===== config.mk =====
export PLATFORM = sky130hd
export DESIGN_NAME = mes_stats_gap
export DESIGN_NICKNAME = d
export VERILOG_FILES = /design/src/inc/mes_pkg.sv /design/src/rtl/mes_stats_gap.sv
export SDC_FILE = /design/constraint.sdc
export NUM_CORES = 1
export LEC_CHECK = 0
export ABC_AREA = 1
export BUFFER_PORTS_ARGS = -buffer_cell sky130_fd_sc_hd__buf_4
export CAP_MARGIN = 10
export CORE_ASPECT_RATIO = 0.8
export CORE_UTILIZATION = 24
export DETAILED_ROUTE_END_ITERATION = 6
export SLEW_MARGIN = 30
export SYNTH_ARGS = -nofsm -noshare
export SYNTH_HDL_FRONTEND = slang
export SYNTH_SLANG_ARGS = --single-unit
export TNS_END_PERCENT = 100

===== constraint.sdc =====
create_clock -name clk -period 6.3 [get_ports clk]
set_input_delay 0.315 -clock clk [delete_from_list [all_inputs] [get_ports clk]]
set_output_delay 0.315 -clock clk [all_outputs]
set_load 0.005 [all_outputs]

===== src/inc/mes_pkg.sv =====
package mes_pkg;
   // Register byte offsets on the APB
   localparam logic [7:0] OFF_LOST_CARRIER = 8'h00;
   localparam logic [7:0] OFF_NO_CARRIER = 8'h04;
   localparam logic [7:0] OFF_CRC_FAIL = 8'h08;
   localparam logic [7:0] OFF_PHY_RX_ERR = 8'h0c;
   localparam logic [7:0] OFF_RUNT = 8'h10;
   localparam logic [7:0] OFF_OVERSIZE = 8'h14;
   localparam logic [7:0] OFF_ODD_BIT = 8'h18;
   localparam logic [7:0] OFF_GROUP_ADDR = 8'h1c;
   localparam logic [7:0] OFF_GAP = 8'h20;
   localparam logic [7:0] OFF_RX_LIMIT = 8'h24;
   localparam logic [7:0] OFF_IRQ_STATUS = 8'h28;
   localparam logic [7:0] OFF_IRQ_MASK = 8'h2c;
   // Counter indices
   localparam int NUM_CNT = 8;
   localparam int CNT_LOST_CARRIER = 0;
   localparam int CNT_NO_CARRIER = 1;
   localparam int CNT_CRC_FAIL = 2;
   localparam int CNT_PHY_RX_ERR = 3;
   localparam int CNT_RUNT = 4;
   localparam int CNT_OVERSIZE = 5;
   localparam int CNT_ODD_BIT = 6;
   localparam int CNT_GROUP_ADDR = 7;
   // Reset values and field layout
   localparam logic [31:0] CNT_RESET = 32'h0000_0000;
   localparam logic [31:0] CNT_MAX = 32'hffff_ffff;
   localparam int GAP_W = 5;
   localparam logic [4:0] GAP_RESET = 5'h13;
   localparam int GAP_BASE_BITS = 20;
   localparam int GAP_STEP_BITS = 4;
   localparam int LIMIT_W = 12;
   localparam logic [11:0] LIMIT_RESET = 12'h000;
   localparam logic [11:0] LIMIT_STD_MAX = 12'h5ee;
   localparam logic [11:0] LIMIT_STD_LEN = 12'h5ee;
   localparam logic [11:0] LIMIT_CAP_CODE = 12'h800;
   localparam logic [11:0] LIMIT_CAP_LEN = 12'h800;
   localparam logic [11:0] RUNT_LEN = 12'h040;
   // One link bit time takes BIT_CYCLES clocks; a bit shorter than a clock is
   // stretched to a whole clock, so the gap then runs long
   localparam int CLK_HZ = 10_000_000;
   localparam int BIT_NS = 10;
   localparam int CLK_NS = 1_000_000_000 / CLK_HZ;
   localparam int BIT_CYCLES = (BIT_NS + CLK_NS - 1) / CLK_NS;
endpackage : mes_pkg


===== src/rtl/mes_stats_gap.sv =====
// Function
// [RULE1] Count carrier lost during transmission
// [RULE2] Counters stop at all ones
// [RULE3] Any write clears that counter
// [RULE4] Count no carrier during preamble
// [RULE5] Count received frames failing CRC
// [RULE6] Count PHY receive error assertions
// [RULE7] Count received frames under 64 bytes
// [RULE8] Count frames longer than length limit
// [RULE9] Residual-bit overlength frame not counted too-long
// [RULE10] Count frames with residual bits
// [RULE11] Count multicast destination frames
// [RULE12] Gap is 20 plus 4 per code
// [RULE13] Gap code resets to 0x13
// [RULE14] Software keeps gap fixed while enabled
// [RULE15] Gap bits 31..5 read zero
// [RULE16] Counters 32 bits, zero after reset
// [RULE17] Decode 12-bit receive length limit
// [RULE18] Transmitter waits gap after each frame
// [RULE19] Clear beats simultaneous count event
`timescale 1ns/10ps
`default_nettype none
module mes_stats_gap
   import mes_pkg::*;
#(
   parameter int CNT_W = 32
)
(
   input wire logic clk,
   input wire logic sys_rst,
   input wire logic psel,
   input wire logic penable,
   input wire logic pwrite,
   input wire logic [7:0] paddr,
   input wire logic [31:0] pwdata,
   output logic [31:0] prdata,
   output logic pready,
   output logic pslverr,
   input wire logic tx_carrier_lost,
   input wire logic tx_no_carrier_pre,
   input wire logic tx_frame_done,
   input wire logic rx_er_pin,
   input wire logic rx_frame_end,
   input wire logic [11:0] rx_frame_len,
   input wire logic rx_crc_bad,
   input wire logic rx_residual_bits,
   input wire logic rx_multicast,
   output logic tx_gap_busy,
   output logic irq
);
   import mes_pkg::*;

   initial
   begin
      if (CNT_W != 32)
         $error("Counters must be 32 bits wide");
      if (BIT_CYCLES < 1 || BIT_CYCLES > 255)
         $error("Bit-time divider out of range");
   end

   logic [CNT_W-1:0] cnt [NUM_CNT];
   logic [NUM_CNT-1:0] ev;
   logic [NUM_CNT-1:0] clr;
   logic [NUM_CNT-1:0] irq_status;
   logic [NUM_CNT-1:0] irq_mask;
   logic [GAP_W-1:0] interframe_gap_code;
   logic [LIMIT_W-1:0] rx_length_limit_setting;
   logic [LIMIT_W-1:0] eff_limit;
   logic rx_er_s1;
   logic rx_er_s2;
   logic rx_er_s3;
   logic [7:0] gap_cnt;
   logic [7:0] gap_bits;
   logic bit_en;
   logic [7:0] bit_div;
   logic wr_acc;
   logic rd_acc;
   logic [31:0] next_rdata;
   logic addr_ok;

   // Writes land in the access phase; reads are captured at the setup edge
   assign wr_acc = psel && penable && pwrite;
   assign rd_acc = psel && !penable && !pwrite;

   // PHY error pin is asynchronous: two flops, then edge detect on the second
   always_ff @(posedge clk)
   begin
      if (sys_rst)
      begin
         rx_er_s1 <= 1'b0;
         rx_er_s2 <= 1'b0;
         rx_er_s3 <= 1'b0;
      end
      else
      begin
         rx_er_s1 <= rx_er_pin;
         rx_er_s2 <= rx_er_s1;
         rx_er_s3 <= rx_er_s2;
      end
   end

   // Length limit decode; codes below standard clamp up, large codes clamp down
   always_comb
   begin
      if (rx_length_limit_setting <= LIMIT_STD_MAX)
         eff_limit = LIMIT_STD_LEN; // [RULE17]
      else if (rx_length_limit_setting >= LIMIT_CAP_CODE)
         eff_limit = LIMIT_CAP_LEN; // [RULE17]
      else
         eff_limit = rx_length_limit_setting; // [RULE17]
   end

   // Event strobes, one per counter
   always_comb
   begin
      ev = '0;
      ev[CNT_LOST_CARRIER] = tx_carrier_lost; // [RULE1]
      ev[CNT_NO_CARRIER] = tx_no_carrier_pre; // [RULE4]
      ev[CNT_CRC_FAIL] = rx_frame_end && rx_crc_bad; // [RULE5]
      ev[CNT_PHY_RX_ERR] = rx_er_s2 && !rx_er_s3; // [RULE6]
      ev[CNT_RUNT] = rx_frame_end && (rx_frame_len < RUNT_LEN); // [RULE7]
      // Residual bits steal the frame from the too-long counter
      ev[CNT_OVERSIZE] = rx_frame_end && (rx_frame_len > eff_limit)
         && !rx_residual_bits; // [RULE8] [RULE9]
      ev[CNT_ODD_BIT] = rx_frame_end && rx_residual_bits; // [RULE10]
      ev[CNT_GROUP_ADDR] = rx_frame_end && rx_multicast; // [RULE11]
   end

   // Write strobes that clear each counter
   always_comb
   begin
      clr = '0;
      for (int i = 0; i < NUM_CNT; i++)
         clr[i] = wr_acc && (paddr == 8'(OFF_LOST_CARRIER + 4 * i)); // [RULE3]
   end

   // Saturating counters; a clear write outranks a same-cycle event
   generate
      for (genvar g = 0; g < NUM_CNT; g++)
      begin : g_cnt
         always_ff @(posedge clk)
         begin
            if (sys_rst)
               cnt[g] <= CNT_RESET; // [RULE16]
            else if (clr[g])
               cnt[g] <= CNT_RESET; // [RULE3] [RULE19]
            else if (ev[g] && cnt[g] != CNT_MAX)
               cnt[g] <= cnt[g] + 32'h0000_0001; // [RULE2]
         end
      end
   endgenerate

   // Configuration registers; software must not touch the gap while enabled
   always_ff @(posedge clk)
   begin
      if (sys_rst)
      begin
         interframe_gap_code <= GAP_RESET; // [RULE13]
         rx_length_limit_setting <= LIMIT_RESET;
         irq_mask <= '0;
      end
      else if (wr_acc)
      begin
         if (paddr == OFF_GAP)
            interframe_gap_code <= pwdata[GAP_W-1:0];
         if (paddr == OFF_RX_LIMIT)
            rx_length_limit_setting <= pwdata[LIMIT_W-1:0];
         if (paddr == OFF_IRQ_MASK)
            irq_mask <= pwdata[NUM_CNT-1:0];
      end
   end

   // Sticky event status; cleared at the setup edge where its read data is taken,
   // so no event slips between capture and clear; a new event wins over the clear
   always_ff @(posedge clk)
   begin
      if (sys_rst)
         irq_status <= '0;
      else if (rd_acc && paddr == OFF_IRQ_STATUS)
         irq_status <= ev;
      else
         irq_status <= irq_status | ev;
   end

   always_ff @(posedge clk)
   begin
      if (sys_rst)
         irq <= 1'b0;
      else
         irq <= |(irq_status & irq_mask);
   end

   // Bit-time enable from a divider, one pulse every BIT_CYCLES clocks
   always_ff @(posedge clk)
   begin
      if (sys_rst)
      begin
         bit_div <= 8'h00;
         bit_en <= 1'b0;
      end
      else if (bit_div == 8'(BIT_CYCLES - 1))
      begin
         bit_div <= 8'h00;
         bit_en <= 1'b1;
      end
      else
      begin
         bit_div <= bit_div + 8'h01;
         bit_en <= 1'b0;
      end
   end

   // Gap length in bit times: 20 plus 4 per code step
   assign gap_bits = 8'(GAP_BASE_BITS) + 8'(GAP_STEP_BITS) * {3'h0, interframe_gap_code}; // [RULE12]

   // Interframe gap timer; busy holds the transmitter off
   always_ff @(posedge clk)
   begin
      if (sys_rst)
      begin
         gap_cnt <= 8'h00;
         tx_gap_busy <= 1'b0;
      end
      else if (tx_frame_done)
      begin
         gap_cnt <= gap_bits; // [RULE18]
         tx_gap_busy <= 1'b1;
      end
      else if (tx_gap_busy && bit_en)
      begin
         gap_cnt <= gap_cnt - 8'h01;
         if (gap_cnt == 8'h01)
            tx_gap_busy <= 1'b0; // [RULE18]
      end
   end

   // Read mux; unmapped addresses answer with an error
   always_comb
   begin
      next_rdata = 32'h0000_0000;
      addr_ok = 1'b1;
      if (paddr < 8'(4 * NUM_CNT) && paddr[1:0] == 2'b00)
         next_rdata = cnt[paddr[4:2]];
      else if (paddr == OFF_GAP)
         next_rdata = {27'h0, interframe_gap_code}; // [RULE15]
      else if (paddr == OFF_RX_LIMIT)
         next_rdata = {20'h0, rx_length_limit_setting};
      else if (paddr == OFF_IRQ_STATUS)
         next_rdata = {24'h0, irq_status};
      else if (paddr == OFF_IRQ_MASK)
         next_rdata = {24'h0, irq_mask};
      else
         addr_ok = 1'b0;
   end

   // No wait state: ready is high in the first cycle of the access phase
   always_ff @(posedge clk)
   begin
      if (sys_rst)
      begin
         pready <= 1'b0;
         prdata <= 32'h0000_0000;
         pslverr <= 1'b0;
      end
      else
      begin
         pready <= psel && !penable;
         prdata <= rd_acc ? next_rdata : 32'h0000_0000;
         pslverr <= psel && !penable && !addr_ok;
      end
   end
endmodule : mes_stats_gap
`default_nettype wire


**After elaboration in Yosys (flattened, before gate mapping)**

Memory sizes are Yosys's and may differ from the RTL's.
Index checks and enable logic that the tools add are counted.

- Register bits: 89
- Memory bits (writable): 256
- Input bits: 65
- Word-level logic and storage cells: 212
- Memories kept: 1

Memories:

| memory | depth | bits a word | rd ports | clocked after Yosys merged registers in | wr ports | RTL line | text |
|---|---|---|---|---|---|---|---|
| cnt | 8 | 32 | 9 | 0 | 8 | mes_stats_gap.sv:61 | `logic [CNT_W-1:0] cnt [NUM_CNT];` |

- Add/sub/neg operators: 11
- Order comparisons: 5
- Eq/ne operators: 20
- Mux-type cells: 93
- Bitwise gates (word level): 19
- Reduce and logical (&&, ||, !) cells: 48

Operators with widths:

| kind | number |
|---|---|
| 32-bit two-way mux | 17 |
| 32-bit by 1-bit adder with 32-bit output (second input constant) | 8 |
| 32-bit inequality test (second input constant) | 8 |
| 1-bit two-way mux | 67 |
| 12-bit two-way mux | 4 |
| 8-bit two-way mux | 5 |
| 8-bit by 5-bit equality test with 1-bit output (second input constant) | 4 |
| 8-bit by 6-bit equality test with 1-bit output (second input constant) | 4 |
| 1-bit logical AND | 31 |
| 8-bit by 4-bit equality test with 1-bit output (second input constant) | 2 |
| 8-bit logical NOT | 2 |
| 1-bit bitwise OR | 16 |
| 12-bit >= comparator (second input constant) | 1 |
| 12-bit > comparator | 1 |
| 12-bit by 11-bit less-or-equal comparator with 1-bit output (second input constant) | 1 |
| 12-bit by 7-bit less-than comparator with 1-bit output (second input constant) | 1 |
| 5-bit by 7-bit adder with 8-bit output (first input constant) | 1 |
| 8-bit by 1-bit adder with 8-bit output (second input constant) | 1 |
| 8-bit AND | 1 |
| 8-bit by 1-bit equality test with 1-bit output (second input constant) | 1 |
| 8-bit by 3-bit equality test with 1-bit output (second input constant) | 1 |
| 8-bit by 6-bit less-than comparator with 1-bit output (second input constant) | 1 |
| 8-bit bitwise OR | 1 |
| 2-bit AND reduction | 4 |
| other kinds (7) | 13 |

**Depth between registers and ports, before layout**

Gate-level depths: netlist of the first run.

- Depth after elaboration: 12
- Gate-level depth with buffers: 19

**Worst setup path after synthesis of the first run**

OpenSTA, ideal clock, no wires.

- Kind: register to register
- Start point: reg rx_length_limit_setting[11]
- End point: mem cnt[5][0], enable pin
- Data arrival time: 2.843 ns
- Required time: 5.857 ns
- Path slack: 3.014 ns
- Stages on the path, launching flop included: 19
- Buffers on the path: 2
- Clock period less this slack: 3.286 ns
- Cell sequence: dfxtp_1 clkbuf_1 nor2_1 nand3_1 nor2_1 nand4_1 o21ai_1 a21oi_1 ha_1 nand4_1 nor3_1 nand2_1 nand2_1 inv_1 nand2_1 nor2_1 nand2_2 buf_6 nand3_2

RTL lines:

| element | RTL line | text |
|---|---|---|
| start: declaration | mes_stats_gap.sv:67 | `logic [LIMIT_W-1:0] rx_length_limit_setting;` |
| start signal: assignment | mes_stats_gap.sv:167 | `rx_length_limit_setting <= pwdata[LIMIT_W-1:0];` |
| end: declaration | mes_stats_gap.sv:61 |  |

==> results of run 1 <==
## worst max-delay path: stages, from the launching register on
cell and delay (ps):
sky130_fd_sc_hd__dfxtp_1 410, sky130_fd_sc_hd__nor2_1 180, sky130_fd_sc_hd__nand3_1 110, sky130_fd_sc_hd__nor2_1 140
sky130_fd_sc_hd__nand4_1 140, sky130_fd_sc_hd__o21ai_1 450, sky130_fd_sc_hd__a21oi_1 110, sky130_fd_sc_hd__ha_1 320
sky130_fd_sc_hd__nand4_1 100, sky130_fd_sc_hd__nor3_1 190, sky130_fd_sc_hd__nand2_1 70, sky130_fd_sc_hd__nand2_1 60
sky130_fd_sc_hd__inv_1 30, sky130_fd_sc_hd__nand2_1 120, sky130_fd_sc_hd__nor2_1 70, sky130_fd_sc_hd__nand2_2 520
sky130_fd_sc_hd__nand3_2 840
## what timing repair did
action	CTS	global route
hold buffers	8	0
hold endpoints to repair	10	0
setup endpoints to repair	0	0
## synthesized netlist by cell type (all sizes together) (18+ instances only)
library cell  number  area, µm²
inv              352       1320
a21oi            159        796
or2               24        150
dfxtp             89       1780
clkbuf            33        124
a22oi             18        135
ha                25        313
nand3            160        826
nand4             84        538
edfxtp           256       7690
xor2             117       1020
o31ai             20        150
o21ai             54        270
buf               44        259
nor3             152        771
nor2             455       1760
o22ai             52        325
xnor2             25        219
nand2            586       2210
## power by group
group | switching (mW) | internal [mW]
Combinational | 0.342 | 0.141
Clock | 1.02 | 1.47
Sequential | 0.140 | 2.55
Total | 1.50 | 4.16
## registers in the layout, summed over array words and instances (netlist names)
signal and cells:
prdata 32, pslverr 1, irq_status 8, bit_div 8, irq_mask 8, rx_er_s1 1
cnt 256, rx_length_limit_setting 12, tx_gap_busy 1, bit_en 1, rx_er_s3 1, gap_cnt 8
rx_er_s2 1, interframe_gap_code 5, pready 1, irq 1
## routing by layer
| layer | up-vias | routed length, µm | GRT usage (%) |
|---|---|---|---|
| met2 | 1032 | 26200 | 19.9 |
| met4 | 4 | 1480 | 3.86 |
| met5 | - | 31 | 0 |
| met3 | 100 | 10100 | 5.61 |
| li1 | 9515 | - | - |
| met1 | 9254 | 34900 | 24.5 |
## final timing paths
kind                               startpoint                           to  slack [ps]  cells after the start
hold / removal                     pwdata[10]  rx_length_limit_setting[10]          30                      3
setup / recovery  rx_length_limit_setting[11]                   cnt[5][31]        1880                     16
hold reg to reg                      rx_er_s2                     rx_er_s3         430                      2
setup reg to reg  rx_length_limit_setting[11]                   cnt[5][31]        1880                     16
## cell type report
cell class,count,share of cell area [%]
Antenna cell,1,0.0102
Tap cell,1188,6.03
Multi-Input combinational cell,2015,41.2
Timing Repair Buffer,106,3.31
Clock buffer,56,5.21
Clock inverter,14,0.396
Sequential cell,345,38.4
Inverter,355,5.41
## cells by family after synthesis
| group | count (synthesis) | share of synthesized area (%) |
|---|---|---|
| compound gates | 354 | 9.79 |
| fa+ha+maj | 25 | 1.47 |
| flops | 345 | 44.4 |
| buf+inv | 432 | 8.05 |
| simple gates | 1494 | 30.4 |
| xor+xnor | 142 | 5.84 |
## metrics by stage
| step | hold slack, ps | power (mW) | utilization (%) | instances | area (µm²) |
|---|---|---|---|---|---|
| detailed placement | 427 | 3.20 | 26.4 | 4001 | 23200 |
| global route | 24.3 | 5.84 | 28.1 | 4079 | 24600 |
| global placement | 429 | 3.20 | 26.4 | 4001 | 23200 |
| finish | 28.4 | 5.66 | 28.1 | 4080 | 24600 |
| floorplan | 388 | 2.99 | - | 2792 | 21300 |
| CTS | 2.69 | 5.69 | 28.1 | 4079 | 24600 |
==> flow_metrics.tcl, run 1 <==
set metrics [dict create \
    run_status "completed" \
    worst_clk_skew_ps 29.1 \
    postSynthCellCount 2792 \
    grt_first_pass_wirelength_mm 109 \
    post_cts_resize_count 0 \
    regArea_mm2 0.00947 \
    clock.fmax_mhz 226 \
    syn_to_final_growth_pct 15.6 \
    wirelength_mm 72.8 \
    max-slew-margin-rel_pct 33.8 \
    setup_repair_after_global_routing_missed_its_margin "no" \
    critPathCaptureType "flip-flop" \
    power.static_leakage_nw 8.84 \
    ios 101 \
    nNetsFinal 2952 \
    dieHeight_um 269 \
    wirelength_per_cell_um 17.8 \
    gr-total-overflow 0 \
    root_buffer "sky130_fd_sc_hd__clkbuf_16" \
    maxCapViolCount 0 \
    first_global_vias 17800 \
    grt_max_degree 42 \
    ys_dominant_reg_cell "sky130_fd_sc_hd__edfxtp_1" \
    layout_cell_share_with_drive_strength_beyond_1_pct 7.37 \
    worst-slew-pin-transition_ps 990 \
    fillCellCount 9501 \
    synthArstFlopShare_pct 0 \
    synth.ff_latch_count 345 \
    die_area_mm2 0.0900 \
    final_critical_path_setup_slack_ps 1880 \
    final_cell_mix "sky130_fd_sc_hd__nand2_1, sky130_fd_sc_hd__nor2_1, sky130_fd_sc_hd__inv_1, sky130_fd_sc_hd__edfxtp_1, sky130_fd_sc_hd__a21oi_1" \
    gp_routability_congestion 0.941 \
    placement.io_buffers 80 \
    rows 97 \
    cts_tree "done" \
    arrival_ps 4470 \
    vias 19900 \
    mappedNetlistNets 2882 \
    report.final.setup_viol 0 \
    cts_htree_levels 2 \
    die_w_um 335 \
    cell_area_synth_mm2 0.0213 \
    cp_data_required_time_ps 6360 \
    grt_antenna_before_repair 2 \
    setup.worst_path.start_class "flip-flop" \
    via_cell_ratio 4.88 \
    yosys_warnings 0 \
    mostFrequentLayoutCell "sky130_fd_sc_hd__nand2_1" \
    cts_post_setup_buffers_inserted 0 \
    max-vdd-ir-drop_mv 0.199 \
    dp_worst_setup_slack_ps 1950 \
    clk_latency_ps 580 \
    sum_of_net_half_perimeters_after_detailed_placement_mm 55.6 \
    synth_edf_count 256 \
    finalHoldViolations 0 \
    drt_drc_violations_left 0 \
    fp.coreArea_mm2 0.0877 \
    start_util_pct 24.3 \
    setup_total_negative_slack_ps 0 \
    pwr_per_cell_area_mw_per_mm2 230 \
    synth.yosys.seq_area_share_pct 44.4 \
    critical_path_peak_fanout 33 \
    ant_nets 0 \
    min_path_type "in -> reg" \
    timing.setup.critical_path_class "reg -> reg" \
    ctsLongestPathBuffers 3 \
    cts_sinks 345 \
    detailedRoute.firstIterationViolations 2367 \
    synth_cell_types 49 \
    period_utilization_post_route_pct 70.1 \
    clk_pin_slew_worst_setup_hold_paths_ps 60 \
    multi_input_comb_area_mm2 0.0101 \
    synth_area_per_cell_um2 7.63 \
    final_period_minus_worst_setup_slack_ps 4420 \
    slew_viol_final 0 \
    global_route.usage.total_pct 15.8 \
    drt_pass1_iterations 6 \
    cts-buffers-inserted 39 \
]
No activity file was read; power rests on OpenSTA's default activity.
==> run 2: changes to the inputs <==
clock period = 4.65 ns   (was 6.3 ns; I/O delays follow)
==> flow_metrics.tcl, run 2 (synthesized netlist as in run 1, its figures left out) <==
set metrics [dict create \
    run_status "completed" \
    rows 97 \
    gr-total-overflow 0 \
    layout_cell_share_with_drive_strength_beyond_1_pct 7.72 \
    clk_pin_slew_worst_setup_hold_paths_ps 70 \
    die_w_um 335 \
    max-vdd-ir-drop_mv 0.280 \
    grt_antenna_before_repair 2 \
    grt_first_pass_wirelength_mm 112 \
    timing.setup.critical_path_class "reg -> reg" \
    timing.critical_path.cells "nor2_1, nand3_1, nor2_1, nand4_1, o21ai_1, nor2_1, ha_1, nand4_1, nor3_1, nand2_1, nand2_1, inv_1, nand2_1, nor2_1, nand2_2, nand3_2" \
    place_area_mm2 0.0232 \
    fp.coreArea_mm2 0.0877 \
    final_cell_mix "sky130_fd_sc_hd__nand2_1, sky130_fd_sc_hd__nor2_1, sky130_fd_sc_hd__inv_1, sky130_fd_sc_hd__edfxtp_1, sky130_fd_sc_hd__a21oi_1" \
    setup_repair_after_global_routing_missed_its_margin "no" \
    final_period_minus_worst_setup_slack_ps 3770 \
    final_critical_path_setup_slack_ps 884 \
    hold_ws_ps 27.0 \
    wirelength_mm 74.6 \
    final_design_area_no_fill_mm2 0.0247 \
    clock.fmax_mhz 266 \
    critical_path_peak_fanout 32 \
    crit_path_max_incr_delay_ps 640 \
    detailedRoute.firstIterationViolations 2747 \
    fillCellCount 9572 \
    placedCellCount 4009 \
    sum_of_net_half_perimeters_after_detailed_placement_mm 57.6 \
    finalNonFillerCells 4101 \
    drt_drc_violations_left 0 \
    worst-slew-pin-transition_ps 988 \
    biggestRegsByFlops "cnt (256), prdata (32), rx_length_limit_setting (12)" \
    vias 20200 \
    via_cell_ratio 4.91 \
    drt_pass1_iterations 6 \
    min_path_type "in -> reg" \
    cp_num_buf_inv 1 \
    cts-buffers-inserted 39 \
    worst_path_max_delay_cell "sky130_fd_sc_hd__nand3_2" \
    worst_clk_skew_ps 23.1 \
    max_reg_flops 256 \
    syn_to_final_growth_pct 15.9 \
    slew_viol_final 0 \
    finalHoldViolations 0 \
    wirelength_per_cell_um 18.2 \
    ctsLongestPathBuffers 3 \
    arrival_ps 3820 \
    dieHeight_um 269 \
    start_util_pct 24.3 \
    cts_sinks 345 \
    gp_routability_congestion 0.957 \
    die_area_mm2 0.0900 \
    critPathCaptureType "flip-flop" \
    worst_path_most_repeated_cell "sky130_fd_sc_hd__nor2_1" \
    grt_max_degree 41 \
    report.final.setup_viol 0 \
    setup.worst_path.start_class "flip-flop" \
    setup_total_negative_slack_ps 0 \
    power.static_leakage_nw 8.88 \
    critical-path-top-delay-family "simple AND/OR/NAND/NOR gates" \
    placement.io_buffers 80 \
    mostFrequentLayoutCell "sky130_fd_sc_hd__nand2_1" \
    cts_tree "done" \
    period_utilization_post_route_pct 81.0 \
    top_register "cnt" \
    first_global_vias 18000 \
    maxCapViolCount 0 \
    cp_data_required_time_ps 4700 \
    clk_latency_ps 580 \
    num_antenna_cells 0 \
    ant_nets 0 \
    ios 101 \
    utilization_pct 28.2 \
    cts_htree_levels 2 \
    pwr_per_cell_area_mw_per_mm2 303 \
    dp_worst_setup_slack_ps 867 \
    post_cts_resize_count 0 \
    max-slew-margin-rel_pct 32.4 \
    root_buffer "sky130_fd_sc_hd__clkbuf_16" \
    global_route.usage.total_pct 16.3 \
    nNetsFinal 2972 \
    post-layout-total-power_mw 7.49 \
]
## run 2: cell count changes in the layout (fill, tap and decap cells not counted), moves of 2 or more
cell,delta
sky130_fd_sc_hd__clkinv_2,+6
sky130_fd_sc_hd__clkbuf_2,+2
sky130_fd_sc_hd__clkinv_1,-5
sky130_fd_sc_hd__clkbuf_8,+7
sky130_fd_sc_hd__clkbuf_1,+2
sky130_fd_sc_hd__dlygate4sd3_1,+12
sky130_fd_sc_hd__buf_4,+8
sky130_fd_sc_hd__clkbuf_16,-9
## run 2: tightest hold or removal path, stage by stage
cell and delay, ps:
sky130_fd_sc_hd__buf_4 170, sky130_fd_sc_hd__nand2_1 90, sky130_fd_sc_hd__a21oi_1 60
## run 2: worst paths after layout
kind / startpoint / endpoint / slack (ps) / cells after the start
max: rx_length_limit_setting[11] / cnt[5][1] / 880 / 16
min: rx_frame_end / irq_status[6] / 30 / 3
max reg2reg: rx_length_limit_setting[11] / cnt[5][1] / 880 / 16
min reg2reg: rx_er_s2 / rx_er_s3 / 440 / 2
## run 2: area by class of cell
type | instances | area, µm² | area share, %
multi-input combinational | 2015 | 10100 | 41.0
sequential | 345 | 9470 | 38.3
tap | 1188 | 1490 | 6.02
inverter | 355 | 1330 | 5.39
clock buffer | 58 | 1170 | 4.75
timing repair buffer | 126 | 996 | 4.03
clock inverter | 14 | 110 | 0.446
## run 2: timing repair
item,in CTS,in global routing
endpoints found under the hold margin,35,0
setup endpoints to repair,0,0
setup buffers,0,0
hold buffers,20,0
## run 2: per-layer routing
| metal | vias to the layer above | routed length [µm] | GRT usage, % |
|---|---|---|---|
| li1 | 9573 | - | - |
| met1 | 9409 | 36200 | 26.3 |
| met2 | 1077 | 27300 | 20.8 |
| met3 | 89 | 9870 | 4.26 |
| met4 | 4 | 1220 | 3.15 |
| met5 | - | 26 | 0 |
## run 2: where the power goes
group          switching [mW]  internal (mW)
clock                    1.36           1.81
combinational           0.470          0.199
sequential              0.192           3.46
total                    2.02           5.47
